## src/design/xhi_pkg.sv

```systemverilog
// constants and carrier types shared by the swap/halt/mode decoder
// assumes one rising-edge clock and a synchronous active-high reset
//
// Functional notes
// - swap opcode exchanges B,C,D,E,H,L with their alternates at once
// - swap, halt and mode select never write the flag register
// - halt stops fetching and runs no-operation cycles instead
// - only an accepted interrupt or a reset ends the halted loop
// - mode select stores mode; field 00 mode 0, 10 mode 1, 11 mode 2
// - mode 0: peripheral drives an opcode in acknowledge; it is executed
// - mode 0: further bytes come from ordinary memory reads
// - mode 1: bus data ignored, restart to 0038h
// - mode 2: peripheral vector byte becomes the low address half
// - mode 2: high address half comes from the interrupt page register
package xhi_pkg;

  ////////////////////////////////////////////////////////////////////////////
  localparam logic [7:0] OP_SWAP    = 8'hD9;
  localparam logic [7:0] OP_HALT    = 8'h76;
  localparam logic [7:0] OP_PREFIX  = 8'hED;
  // mode select second byte is 010 mm 110
  localparam logic [2:0] IMS_HI     = 3'h2;
  localparam logic [2:0] IMS_LO     = 3'h6;
  localparam int         IMS_FLD_LO = 3;

  localparam logic [1:0] MM_MODE0   = 2'h0;
  localparam logic [1:0] MM_MODE1   = 2'h2;
  localparam logic [1:0] MM_MODE2   = 2'h3;
  localparam logic [1:0] MODE_RST   = 2'h0;

  localparam logic [15:0] RESTART_ADDR = 16'h0038;
  localparam logic [1:0]  TAIL_RST     = 2'h0;
  localparam logic [7:0]  BYTE_RST     = 8'h00;
  localparam logic [15:0] ADDR_RST     = 16'h0000;

  ////////////////////////////////////////////////////////////////////////////
  // register select codes for the six swappable registers
  localparam logic [2:0] SEL_B = 3'h0;
  localparam logic [2:0] SEL_C = 3'h1;
  localparam logic [2:0] SEL_D = 3'h2;
  localparam logic [2:0] SEL_E = 3'h3;
  localparam logic [2:0] SEL_H = 3'h4;
  localparam logic [2:0] SEL_L = 3'h5;
  localparam int         NREGS = 6;

  typedef enum logic [1:0] {
    IMODE_0,
    IMODE_1,
    IMODE_2
  } imode_e;

  typedef struct packed {
    logic       valid;
    logic [7:0] data;
  } byte_s;

  typedef struct packed {
    logic        valid;
    logic [15:0] addr;
  } jump_s;

endpackage : xhi_pkg

```

## src/design/alt_reg_bank.sv

```systemverilog
// six base registers and their alternates, with a whole-set swap
// assumes the core never writes and swaps in the same cycle
`timescale 1ns/1ns
module alt_reg_bank #(
  parameter int W = 8
) (
  input  wire logic         clk_sys,  // system clock
  input  wire logic         reset,    // sync reset, high
  input  wire logic         swap,     // exchange base and alternate sets
  input  wire logic         wr_en,    // write base register
  input  wire logic [2:0]   wr_sel,   // register to write
  input  wire logic [W-1:0] wr_data,  // write data
  input  wire logic [2:0]   rd_sel,   // register to read
  output logic      [W-1:0] rd_data   // registered read data
);

  logic [W-1:0] base_r [xhi_pkg::NREGS];
  logic [W-1:0] alt_r  [xhi_pkg::NREGS];
  logic [W-1:0] base_nxt [xhi_pkg::NREGS];
  logic [W-1:0] alt_nxt  [xhi_pkg::NREGS];
  logic [W-1:0] rd_nxt;

  ////////////////////////////////////////////////////////////////////////////
  always_comb
  begin
    for (int i = 0; i < xhi_pkg::NREGS; i++)
    begin
      base_nxt[i] = base_r[i];
      alt_nxt[i]  = alt_r[i];
      if (swap)
      begin
        base_nxt[i] = alt_r[i];
        alt_nxt[i]  = base_r[i];
      end
      else if (wr_en && wr_sel == 3'(i))
        base_nxt[i] = wr_data;
    end
    rd_nxt = '0;
    for (int i = 0; i < xhi_pkg::NREGS; i++)
      if (rd_sel == 3'(i))
        rd_nxt = base_r[i];
  end

  always_ff @(posedge clk_sys)
  begin
    if (reset)
    begin
      for (int i = 0; i < xhi_pkg::NREGS; i++)
      begin
        base_r[i] <= '0;
        alt_r[i]  <= '0;
      end
      rd_data <= '0;
    end
    else
    begin
      base_r  <= base_nxt;
      alt_r   <= alt_nxt;
      rd_data <= rd_nxt;
    end
  end

endmodule : alt_reg_bank

```

## src/design/cpu_exchange_halt_intmode_ops.sv

```systemverilog
// decoder and sequencer for register swap, halt and interrupt mode select,
// plus the maskable interrupt acknowledge sequence that the mode governs
// assumes the core presents each opcode byte it fetches as a one-cycle
// strobe, that interrupt enable logic outside raises int_accept, and that
// the core's length decoder gives the byte count of an injected opcode
`timescale 1ns/1ns
module cpu_exchange_halt_intmode_ops (
  input  wire logic          clk_sys,      // system clock, 25 MHz
  input  wire logic          reset,        // sync reset, high
  input  wire xhi_pkg::byte_s op_in,       // fetched opcode byte strobe
  input  wire logic          int_accept,   // maskable interrupt accepted
  input  wire xhi_pkg::byte_s ack_in,      // data bus in acknowledge cycle
  input  wire logic [1:0]    tail_len,     // bytes after injected opcode
  input  wire xhi_pkg::byte_s mem_in,      // data of an ordinary read
  input  wire logic [7:0]    i_page,       // interrupt page register
  input  wire logic          wr_en,        // base register write
  input  wire logic [2:0]    wr_sel,       // base register select
  input  wire logic [7:0]    wr_data,      // base register write data
  input  wire logic [2:0]    rd_sel,       // base register read select
  output logic      [7:0]    rd_data,      // base register read data
  output logic               halted,       // in halted loop
  output logic               nop_cycle,    // a no-operation cycle runs
  output logic               fetch_hold,   // core must not fetch
  output logic               ack_req,      // run acknowledge cycle
  output logic               tail_req,     // run ordinary read for tail
  output logic      [1:0]    int_mode,     // stored mode, 0..2
  output xhi_pkg::byte_s     inject,       // byte for the core to execute
  output xhi_pkg::jump_s     jump,         // restart / vector jump
  output logic               flags_we,     // flag register write
  output logic               swap_done     // swap opcode was seen in the previous cycle
);

  ////////////////////////////////////////////////////////////////////////////
  // sequencer state

  typedef enum logic [2:0] {
    ST_RUN,
    ST_PREFIX,
    ST_HALT,
    ST_ACK,
    ST_TAIL
  } seq_e;

  seq_e            st_r;
  seq_e            st_nxt;
  xhi_pkg::imode_e mode_r;
  xhi_pkg::imode_e mode_nxt;
  logic [1:0]      tail_r;
  logic [1:0]      tail_nxt;
  xhi_pkg::byte_s  inject_r;
  xhi_pkg::byte_s  inject_nxt;
  logic            swap_r;
  logic            swap_nxt;
  logic            swap_now;
  xhi_pkg::byte_s  ack_take;

  ////////////////////////////////////////////////////////////////////////////
  // decode helpers

  function automatic logic is_mode_sel(input logic [7:0] b);
    is_mode_sel = (b[7:5] == xhi_pkg::IMS_HI) &&
                  (b[2:0] == xhi_pkg::IMS_LO);
  endfunction : is_mode_sel

  // 01 is not listed; it is taken as mode 0
  function automatic xhi_pkg::imode_e mm_to_mode(input logic [1:0] mm);
    unique case (mm)
      xhi_pkg::MM_MODE1: mm_to_mode = xhi_pkg::IMODE_1;
      xhi_pkg::MM_MODE2: mm_to_mode = xhi_pkg::IMODE_2;
      default:           mm_to_mode = xhi_pkg::IMODE_0;
    endcase
  endfunction : mm_to_mode

  ////////////////////////////////////////////////////////////////////////////
  // next-state logic

  always_comb
  begin
    st_nxt     = st_r;
    mode_nxt   = mode_r;
    tail_nxt   = tail_r;
    inject_nxt = '{valid: 1'b0, data: xhi_pkg::BYTE_RST};
    swap_nxt   = 1'b0;
    unique case (st_r)
      ST_RUN:
      begin
        // an accepted interrupt wins over an opcode in the same cycle
        if (int_accept)
          st_nxt = ST_ACK;
        else if (op_in.valid)
        begin
          if (op_in.data == xhi_pkg::OP_SWAP)
            swap_nxt = 1'b1;
          else if (op_in.data == xhi_pkg::OP_HALT)
            st_nxt = ST_HALT;
          else if (op_in.data == xhi_pkg::OP_PREFIX)
            st_nxt = ST_PREFIX;
        end
      end
      ST_PREFIX:
      begin
        if (op_in.valid)
        begin
          if (is_mode_sel(op_in.data))
            mode_nxt = mm_to_mode(
              op_in.data[xhi_pkg::IMS_FLD_LO +: 2]);
          st_nxt = ST_RUN;
        end
      end
      ST_HALT:
      begin
        // nothing but an accepted interrupt leaves; reset acts below
        if (int_accept)
          st_nxt = ST_ACK;
      end
      ST_ACK:
      begin
        if (ack_in.valid)
        begin
          if (mode_r == xhi_pkg::IMODE_0)
          begin
            inject_nxt = ack_in;
            tail_nxt   = tail_len;
            st_nxt     = (tail_len != xhi_pkg::TAIL_RST) ? ST_TAIL
                                                         : ST_RUN;
          end
          else
            st_nxt = ST_RUN;
        end
      end
      ST_TAIL:
      begin
        if (mem_in.valid)
        begin
          inject_nxt = mem_in;
          tail_nxt   = tail_r - 2'h1;
          if (tail_r == 2'h1)
            st_nxt = ST_RUN;
        end
      end
      default:
      begin
        st_nxt = ST_RUN;
      end
    endcase
  end

  always_ff @(posedge clk_sys)
  begin
    if (reset)
    begin
      st_r     <= ST_RUN;
      mode_r   <= xhi_pkg::IMODE_0;
      tail_r   <= xhi_pkg::TAIL_RST;
      inject_r <= '{valid: 1'b0, data: xhi_pkg::BYTE_RST};
      swap_r   <= 1'b0;
    end
    else
    begin
      st_r     <= st_nxt;
      mode_r   <= mode_nxt;
      tail_r   <= tail_nxt;
      inject_r <= inject_nxt;
      swap_r   <= swap_nxt;
    end
  end

  ////////////////////////////////////////////////////////////////////////////
  // register bank; the swap acts in the cycle the opcode is seen, so the
  // next read already shows the exchanged set

  assign swap_now = (st_r == ST_RUN) && !int_accept && op_in.valid &&
                    (op_in.data == xhi_pkg::OP_SWAP);

  alt_reg_bank #(
    .W       (8)
  ) u_bank (
    .clk_sys (clk_sys),
    .reset   (reset),
    .swap    (swap_now),
    .wr_en   (wr_en),
    .wr_sel  (wr_sel),
    .wr_data (wr_data),
    .rd_sel  (rd_sel),
    .rd_data (rd_data)
  );

  ////////////////////////////////////////////////////////////////////////////
  // service address for modes 1 and 2; mode 0 bytes go out on inject

  // one driver for the whole struct keeps strict tools content
  assign ack_take = '{valid: (st_r == ST_ACK) && ack_in.valid,
                      data:  ack_in.data};

  int_target_former u_target (
    .clk_sys (clk_sys),
    .reset   (reset),
    .mode    (mode_r),
    .ack_in  (ack_take),
    .i_page  (i_page),
    .jump    (jump)
  );

  ////////////////////////////////////////////////////////////////////////////
  // outputs

  assign halted     = (st_r == ST_HALT);
  assign nop_cycle  = (st_r == ST_HALT);
  assign fetch_hold = (st_r == ST_HALT) ||
                      (st_r == ST_ACK)  ||
                      (st_r == ST_TAIL);
  assign ack_req    = (st_r == ST_ACK);
  assign tail_req   = (st_r == ST_TAIL);
  assign int_mode   = 2'(mode_r);
  assign inject     = inject_r;
  assign swap_done  = swap_r;
  // none of these operations touch the flags
  assign flags_we   = 1'b0;

endmodule : cpu_exchange_halt_intmode_ops

```

## src/design/int_target_former.sv

```systemverilog
// forms the service address for modes 1 and 2; mode 2 uses the acknowledge byte
// assumes ack_in.valid is a one-cycle strobe of the acknowledge data
`timescale 1ns/1ns
module int_target_former (
  input  wire logic            clk_sys,  // system clock
  input  wire logic            reset,    // sync reset, high
  input  wire xhi_pkg::imode_e mode,     // stored interrupt mode
  input  wire xhi_pkg::byte_s  ack_in,   // acknowledge data strobe
  input  wire logic [7:0]      i_page,   // interrupt page register
  output xhi_pkg::jump_s       jump      // registered jump request
);

  xhi_pkg::jump_s jump_nxt;

  always_comb
  begin
    jump_nxt.valid = 1'b0;
    jump_nxt.addr  = xhi_pkg::ADDR_RST;
    if (ack_in.valid)
    begin
      unique case (mode)
        xhi_pkg::IMODE_0:
        begin
          jump_nxt.valid = 1'b0;
        end
        xhi_pkg::IMODE_1:
        begin
          jump_nxt.valid = 1'b1;
          jump_nxt.addr  = xhi_pkg::RESTART_ADDR;
        end
        xhi_pkg::IMODE_2:
        begin
          jump_nxt.valid = 1'b1;
          jump_nxt.addr  = {i_page, ack_in.data};
        end
        default:
        begin
          jump_nxt.valid = 1'b0;
        end
      endcase
    end
  end

  always_ff @(posedge clk_sys)
  begin
    if (reset)
      jump <= '{valid: 1'b0, addr: xhi_pkg::ADDR_RST};
    else
      jump <= jump_nxt;
  end

endmodule : int_target_former

```

## config.mk

```make
export PLATFORM = sky130hd
export DESIGN_NAME = cpu_exchange_halt_intmode_ops
export DESIGN_NICKNAME = d
export VERILOG_FILES = /design/src/design/xhi_pkg.sv /design/src/design/alt_reg_bank.sv /design/src/design/cpu_exchange_halt_intmode_ops.sv /design/src/design/int_target_former.sv
export SDC_FILE = /design/constraint.sdc
export NUM_CORES = 1
export LEC_CHECK = 0
export BUFFER_PORTS_ARGS = -buffer_cell sky130_fd_sc_hd__buf_2
export CAP_MARGIN = 20
export CORE_MARGIN = 2
export CORE_UTILIZATION = 56
export CTS_CLUSTER_SIZE = 40
export DETAILED_ROUTE_END_ITERATION = 10
export GPL_ROUTABILITY_DRIVEN = 0
export PLACE_DENSITY = 0.82
export SLEW_MARGIN = 20
export SYNTH_ARGS = -nofsm -noshare
export SYNTH_HDL_FRONTEND = slang
export SYNTH_SLANG_ARGS = --single-unit
```

## constraint.sdc

```tcl
create_clock -name clk_sys -period 2.75 [get_ports clk_sys]
set_clock_uncertainty 0.15 [all_clocks]
set_input_delay 0.275 -clock clk_sys [delete_from_list [all_inputs] [get_ports clk_sys]]
set_output_delay 0.275 -clock clk_sys [all_outputs]
set_load 0.005 [all_outputs]
```

# --- Word-level counts from Yosys, hierarchy flattened ---
# Cells that the tools add are included.
word_totals:
  ff_bits: 138
  wordCells: 133
classes:
  n_addsub: 1
  n_eq_ne: 33
  n_mux: 43
  bitwise_logic: 3
  n_reduce_logical: 32
ops:
  columns: ["operator", "count"]
  rows:
  - ["$mux 8", 18]
  - ["$mux 3", 12]
  - ["$pmux 16 s2", 1]
  - ["$mux 9", 3]
  - ["$eq 3x2->1 const B", 7]
  - ["$eq 3x3->1 const B", 6]
  - ["$pmux 9 s2", 1]
  - ["$eq 8x8->1 const B", 2]
  - ["$reduce_bool 2->1", 8]
  - ["$pmux 3 s5", 1]
  - ["$logic_and 1x1->1", 11]
  - ["$eq 3x1->1 const B", 3]
  - ["$logic_not 3->1", 3]
  - ["$eq 8x7->1 const B", 1]
  - ["$ne 2x2->1 const B", 4]
  - ["$pmux 2 s2", 2]
  - ["$reduce_and 8->1", 1]
  - ["$eq 2x2->1 const B", 3]
  - ["$mux 2", 3]
  - ["$ne 3x3->1 const B", 2]
  - ["$eq 2x1->1 const B", 2]
  - ["$ne 2x1->1 const B", 2]
  - ["$ne 4x4->1 const B", 1]
  - ["$reduce_and 4->1", 1]
  - ["other kinds (9)", 14]

# --- Logic depth before layout (Yosys ltp) ---
logic_depth:
  word_depth: 7
  mapped_depth: 8
  ltp_nobuf: 7

# --- Modules after synthesis ---
# A second synthesis with hierarchy kept.
hier_totals:
  hier_cells: 637
  hier_area_um2: 6027.0
modules_own_cells:
  columns: ["module", "n_inst", "cells_each", "area_each_um2", "seq_area_each_um2"]
  rows:
  - ["alt_reg_bank", 1, 480, 4576.9, 2082.0]
  - ["cpu_exchange_halt_intmode_ops", 1, 113, 935.9, 340.3]
  - ["int_target_former", 1, 44, 514.2, 340.3]

# --- Worst setup path before layout ---
# OpenSTA, ideal clock, no wires.
synth_path:
  kind: "in2reg"
  start: "in op_in[0] (netlist bit)"
  end: "reg st_r[1]"
  t_arrival_ns: 1.713
  setup_slack_ns: 0.764
  stages: 5
  path_buffers: 0
  cell_sequence: "or3b_4 > nor4_4 > o21ai_1 > a2111oi_4 > mux2_1"
synth_via:
  elab_chain_len: 6
synth_lines:
  columns: ["item", "line", "text"]
  rows:
  - ["start: declaration", "cpu_exchange_halt_intmode_ops.sv:10", "input wire xhi_pkg::byte_s op_in,"]
  - ["$eq 8x7->1", "cpu_exchange_halt_intmode_ops.sv:94", "else if (op_in.data == xhi_pkg::OP_HALT)"]
  - ["$mux 3", "cpu_exchange_halt_intmode_ops.sv:94", null]
  - ["$mux 3", "cpu_exchange_halt_intmode_ops.sv:92", "if (op_in.data == xhi_pkg::OP_SWAP)"]
  - ["$mux 3", "cpu_exchange_halt_intmode_ops.sv:90", "else if (op_in.valid)"]
  - ["$mux 3", "cpu_exchange_halt_intmode_ops.sv:88", "if (int_accept)"]
  - ["$pmux 3 s5", "cpu_exchange_halt_intmode_ops.sv:84", "unique case (st_r)"]
  - ["end signal: assignment", "cpu_exchange_halt_intmode_ops.sv:160", "st_r <= st_nxt;"]
  - ["end: declaration", "cpu_exchange_halt_intmode_ops.sv:44", "seq_e st_r;"]
# Several ways; a longest one is shown, not always the timed one. The select of a mux whose other input is x is not followed.
# A chain may end at the register's enable or synchronous reset.

# --- Worst setup path after layout ---
layout_path:
  start: "reg st_r[2]"
  end: "reg inject_r, in the netlist inject[1]"
layout_via:
  elab_chain_len: 2
layout_lines:
  columns: ["item", "line", "text"]
  rows:
  - ["$eq 3x3->1 or $eq 3x2->1 (tied branches)", "cpu_exchange_halt_intmode_ops.sv:84", null]
  - ["$pmux 9 s2 (*)", "cpu_exchange_halt_intmode_ops.sv:84", null]
  - ["end signal: assignment", "cpu_exchange_halt_intmode_ops.sv:155", "inject_r <= '{valid: 1'b0, data: xhi_pkg::BYTE_RST};"]
  - ["end signal: assignment", "cpu_exchange_halt_intmode_ops.sv:163", "inject_r <= inject_nxt;"]
  - ["end: declaration", "cpu_exchange_halt_intmode_ops.sv:50", "xhi_pkg::byte_s inject_r;"]
# Every way passes the cells marked *; elsewhere a longest branch is shown, timed or not.

==> summary.txt <==
Clock network
  • Worst-path clk slew: 0.06 ns
  • Hold buffer count at cts: 35
  • CTS tree: built
  • Post-CTS Resized: 0
  • Maximum clock insertion buffer count: 2
  • Clk sinks: 138
  • CTS Buf Count: 17
  • CTS root buf: clkbuf_8
  • H-tree depth: 4
  • Skew-Pair Late Insertion Delay: 0.52 ns
  • Setup bufs post-CTS: 0

Synthesis
  • Mean post-synth cell area: 9.32 µm²
  • Most area-hungry cell type in the Yosys netlist: dfxtp_1
  • Synth area leaders: dfxtp_1, mux2i_1, nand2_1
  • Number of flops mapped to enable cells by yosys: 0
  • Ys Warns: 0
  • Post-synthesis cell type count: 49
  • Register area share after synthesis: 0.468
  • Post-Syn Area: 0.00591 mm²
  • Yosys reg bits: 138
  • Synth Net Count: 693
  • Synth top area share: 0.468
  • Synth Flop Type: dfxtp_1
  • Syn Inst Count: 634
  • Async SR Flop Fraction: 0

Critical path
  • Worst Path Arrival: 2.90 ns
  • Crit. End Element: flip-flop
  • R2R Setup Slk: 0.15 ns
  • Critical path required time: 3.05 ns
  • Worst setup SP type: flip-flop
  • Crit path kind: flip-flop to flip-flop
  • CP max FO: 12

STA
  • Min Hold Slack: 0.0151 ns
  • Final setup fails: 0
  • Min Clock Period, post-route: 2.60 ns
  • RSZ-0062 raised after global routing: false
  • Slew HR: 0.543
  • Fin crit share: 0.944
  • Fin Setup TNS: 0 ns
  • Slew Viols, Final: 0
  • Final Hold Fails: 0
  • Least-Margin Pin Slew: 0.686 ns
  • F_max: 385 MHz

Global routing
  • Largest net degree at the start of global routing: 109
  • Vias in the first global route: 5240
  • Antenna violations before repair: 0
  • First-pass GRT wire length: 25600 µm
  • Overflow after GRT: 0
  • Total track usage: 0.285

Drt
  • Vias per cell: 5.95
  • Antenna viol nets, final: 0
  • Routed length per instance: 17.8 µm
  • Pre-antenna DRT Iters: 8
  • Total wire length: 15900 µm
  • # DRC: 0
  • Vias post-DR: 5310
  • Iteration-0 DRC Markers: 422

Floorplan
  • Die X-Extent: 107 µm
  • I/O pin count: 98
  • Std cell rows: 37
  • Initial core utilization: 0.575
  • Full die area: 0.0114 mm²
  • CORE AREA: 0.0103 mm²
  • Height of the die: 107 µm

Pwr
  • Total power after layout: 4.91 mW
  • Peak supply drop: 0.381 mV
  • Sw power: 1.12 mW
  • Internal cell power: 3.80 mW
  • Combinational power share: 0.086
  • Sw Share: 0.227
  • Clock power frac: 0.489
  • PD cells: 662 mW/mm²
  • Sequential Power Share: 0.425
  • Leakage: 3.05 nW

Placed design
  • Post-DP HPWL: 8940 µm
  • Buffers on Ports: 96
  • Placed Area: 0.00645 mm²

Job
  • MaxCap Viol Count: 0

Run status
  • Status: completed

Final layout
  • FILL cells: 699
  • Most common cell after layout, fill and taps aside: dfxtp_1
  • Register area: 0.00276 mm²
  • Post-route design area: 0.00742 mm²
  • Area Growth Syn to Fin: 25.6%
  • Diodes inserted: 0
  • Layout cells sized above 1: 0.239
  • Multi-input logic area: 0.00288 mm²
  • # nets final: 804
  • Most frequent cells in the layout: dfxtp_1, nand2_1, buf_2
  • Final Core Density: 0.722

Worst hold path
  • Path category of the worst min-delay check: input port to flip-flop
-- stage by stage --
step | worst slack [ns] | instances
finish | 0.154 | 893
global route | 0.0134 | 893
CTS | 0.286 | 893
detailed placement | 0.569 | 827
global placement | 0.594 | 827
floorplan | 0.764 | 634
-- final timing paths --
| path | from | to | cells after the start |
|---|---|---|---|
| worst min register to register | u_bank.alt_r[23]$_SDFFE_PP0P_ | u_bank.alt_r[23]$_SDFFE_PP0P_ | 2 |
| worst min-delay path | int_accept | st_r[0]$_SDFFE_PP0P_ | 3 |
| worst max register to register | st_r[2]$_SDFFE_PP0P_ | inject[1]$_SDFF_PP0_ | 6 |
| worst max-delay path | st_r[2]$_SDFFE_PP0P_ | inject[1]$_SDFF_PP0_ | 6 |
-- critical path, cell delays in order (launching register included) --
cell and delay [ns]:
dfxtp_1 0.54, or3b_1 0.50, inv_1 0.16, and2_1 0.35, a22oi_1 0.13, dlygate4sd3_1 0.60, nor2_1 0.10
-- cell families (layout without fill, tap and decap cells) --
logic type	after synthesis	in the layout	synth area share
and+or+nand+nor	231	231	0.181
DFF	138	138	0.468
AOI/OAI and AO/OA	133	133	0.168
muxes	68	68	0.128
buffers and inverters	59	182	0.0466
adders and majority gates	4	4	0.00847
other	1	1	0.000635
-- cells in the mapped netlist (5+ instances only) --
| library cell | n |
|---|---|
| nor3b_1 | 5 |
| mux4_2 | 5 |
| a21oi_1 | 50 |
| inv_1 | 9 |
| buf_2 | 7 |
| buf_6 | 5 |
| and3_1 | 15 |
| buf_1 | 7 |
| clkbuf_1 | 29 |
| mux2i_1 | 53 |
| mux2_2 | 8 |
| a211oi_2 | 20 |
| a211oi_1 | 30 |
| o21ai_0 | 5 |
| dfxtp_1 | 138 |
| a22oi_1 | 13 |
| nor2_1 | 74 |
| nand2_1 | 105 |
-- final cells by class --
cell class / instances / share of cell area
multi-input combinational: 437 / 0.388
sequential: 138 / 0.372
timing repair buffer: 142 / 0.128
clock buffer: 19 / 0.0568
clock inverter: 12 / 0.0268
tap: 136 / 0.0229
inverter: 9 / 0.00455
-- registers in the layout (all words and copies together), names as in the netlist --
name / count
u_bank.alt_r: 48
u_bank.base_r: 48
u_target.jump: 17
inject: 9
u_bank.rd_data: 8
st_r: 3
int_mode: 2
tail_r: 2
swap_done: 1
-- per-layer routing --
metal,part of all wire,wire length [µm],global-route usage,vias to the layer above
met5,0,0,0,-
met4,0.039,621,0.153,0
met3,0.061,969,0.0626,51
met2,0.52,8200,0.491,224
met1,0.38,6130,0.330,2589
li1,-,-,-,2446
-- power by group through the flow --
| stage | clock network [mW] | logic, mW | registers (mW) |
|---|---|---|---|
| after floorplan | 0 | 0.278 | 2.10 |
| after global placement | 0 | 0.360 | 2.13 |
| after detailed placement | 0 | 0.371 | 2.13 |
| after CTS | 2.40 | 0.412 | 2.09 |
| after global routing | 2.49 | 0.457 | 2.09 |
| final | 2.40 | 0.423 | 2.09 |
Power figures use the tool's default switching activity.
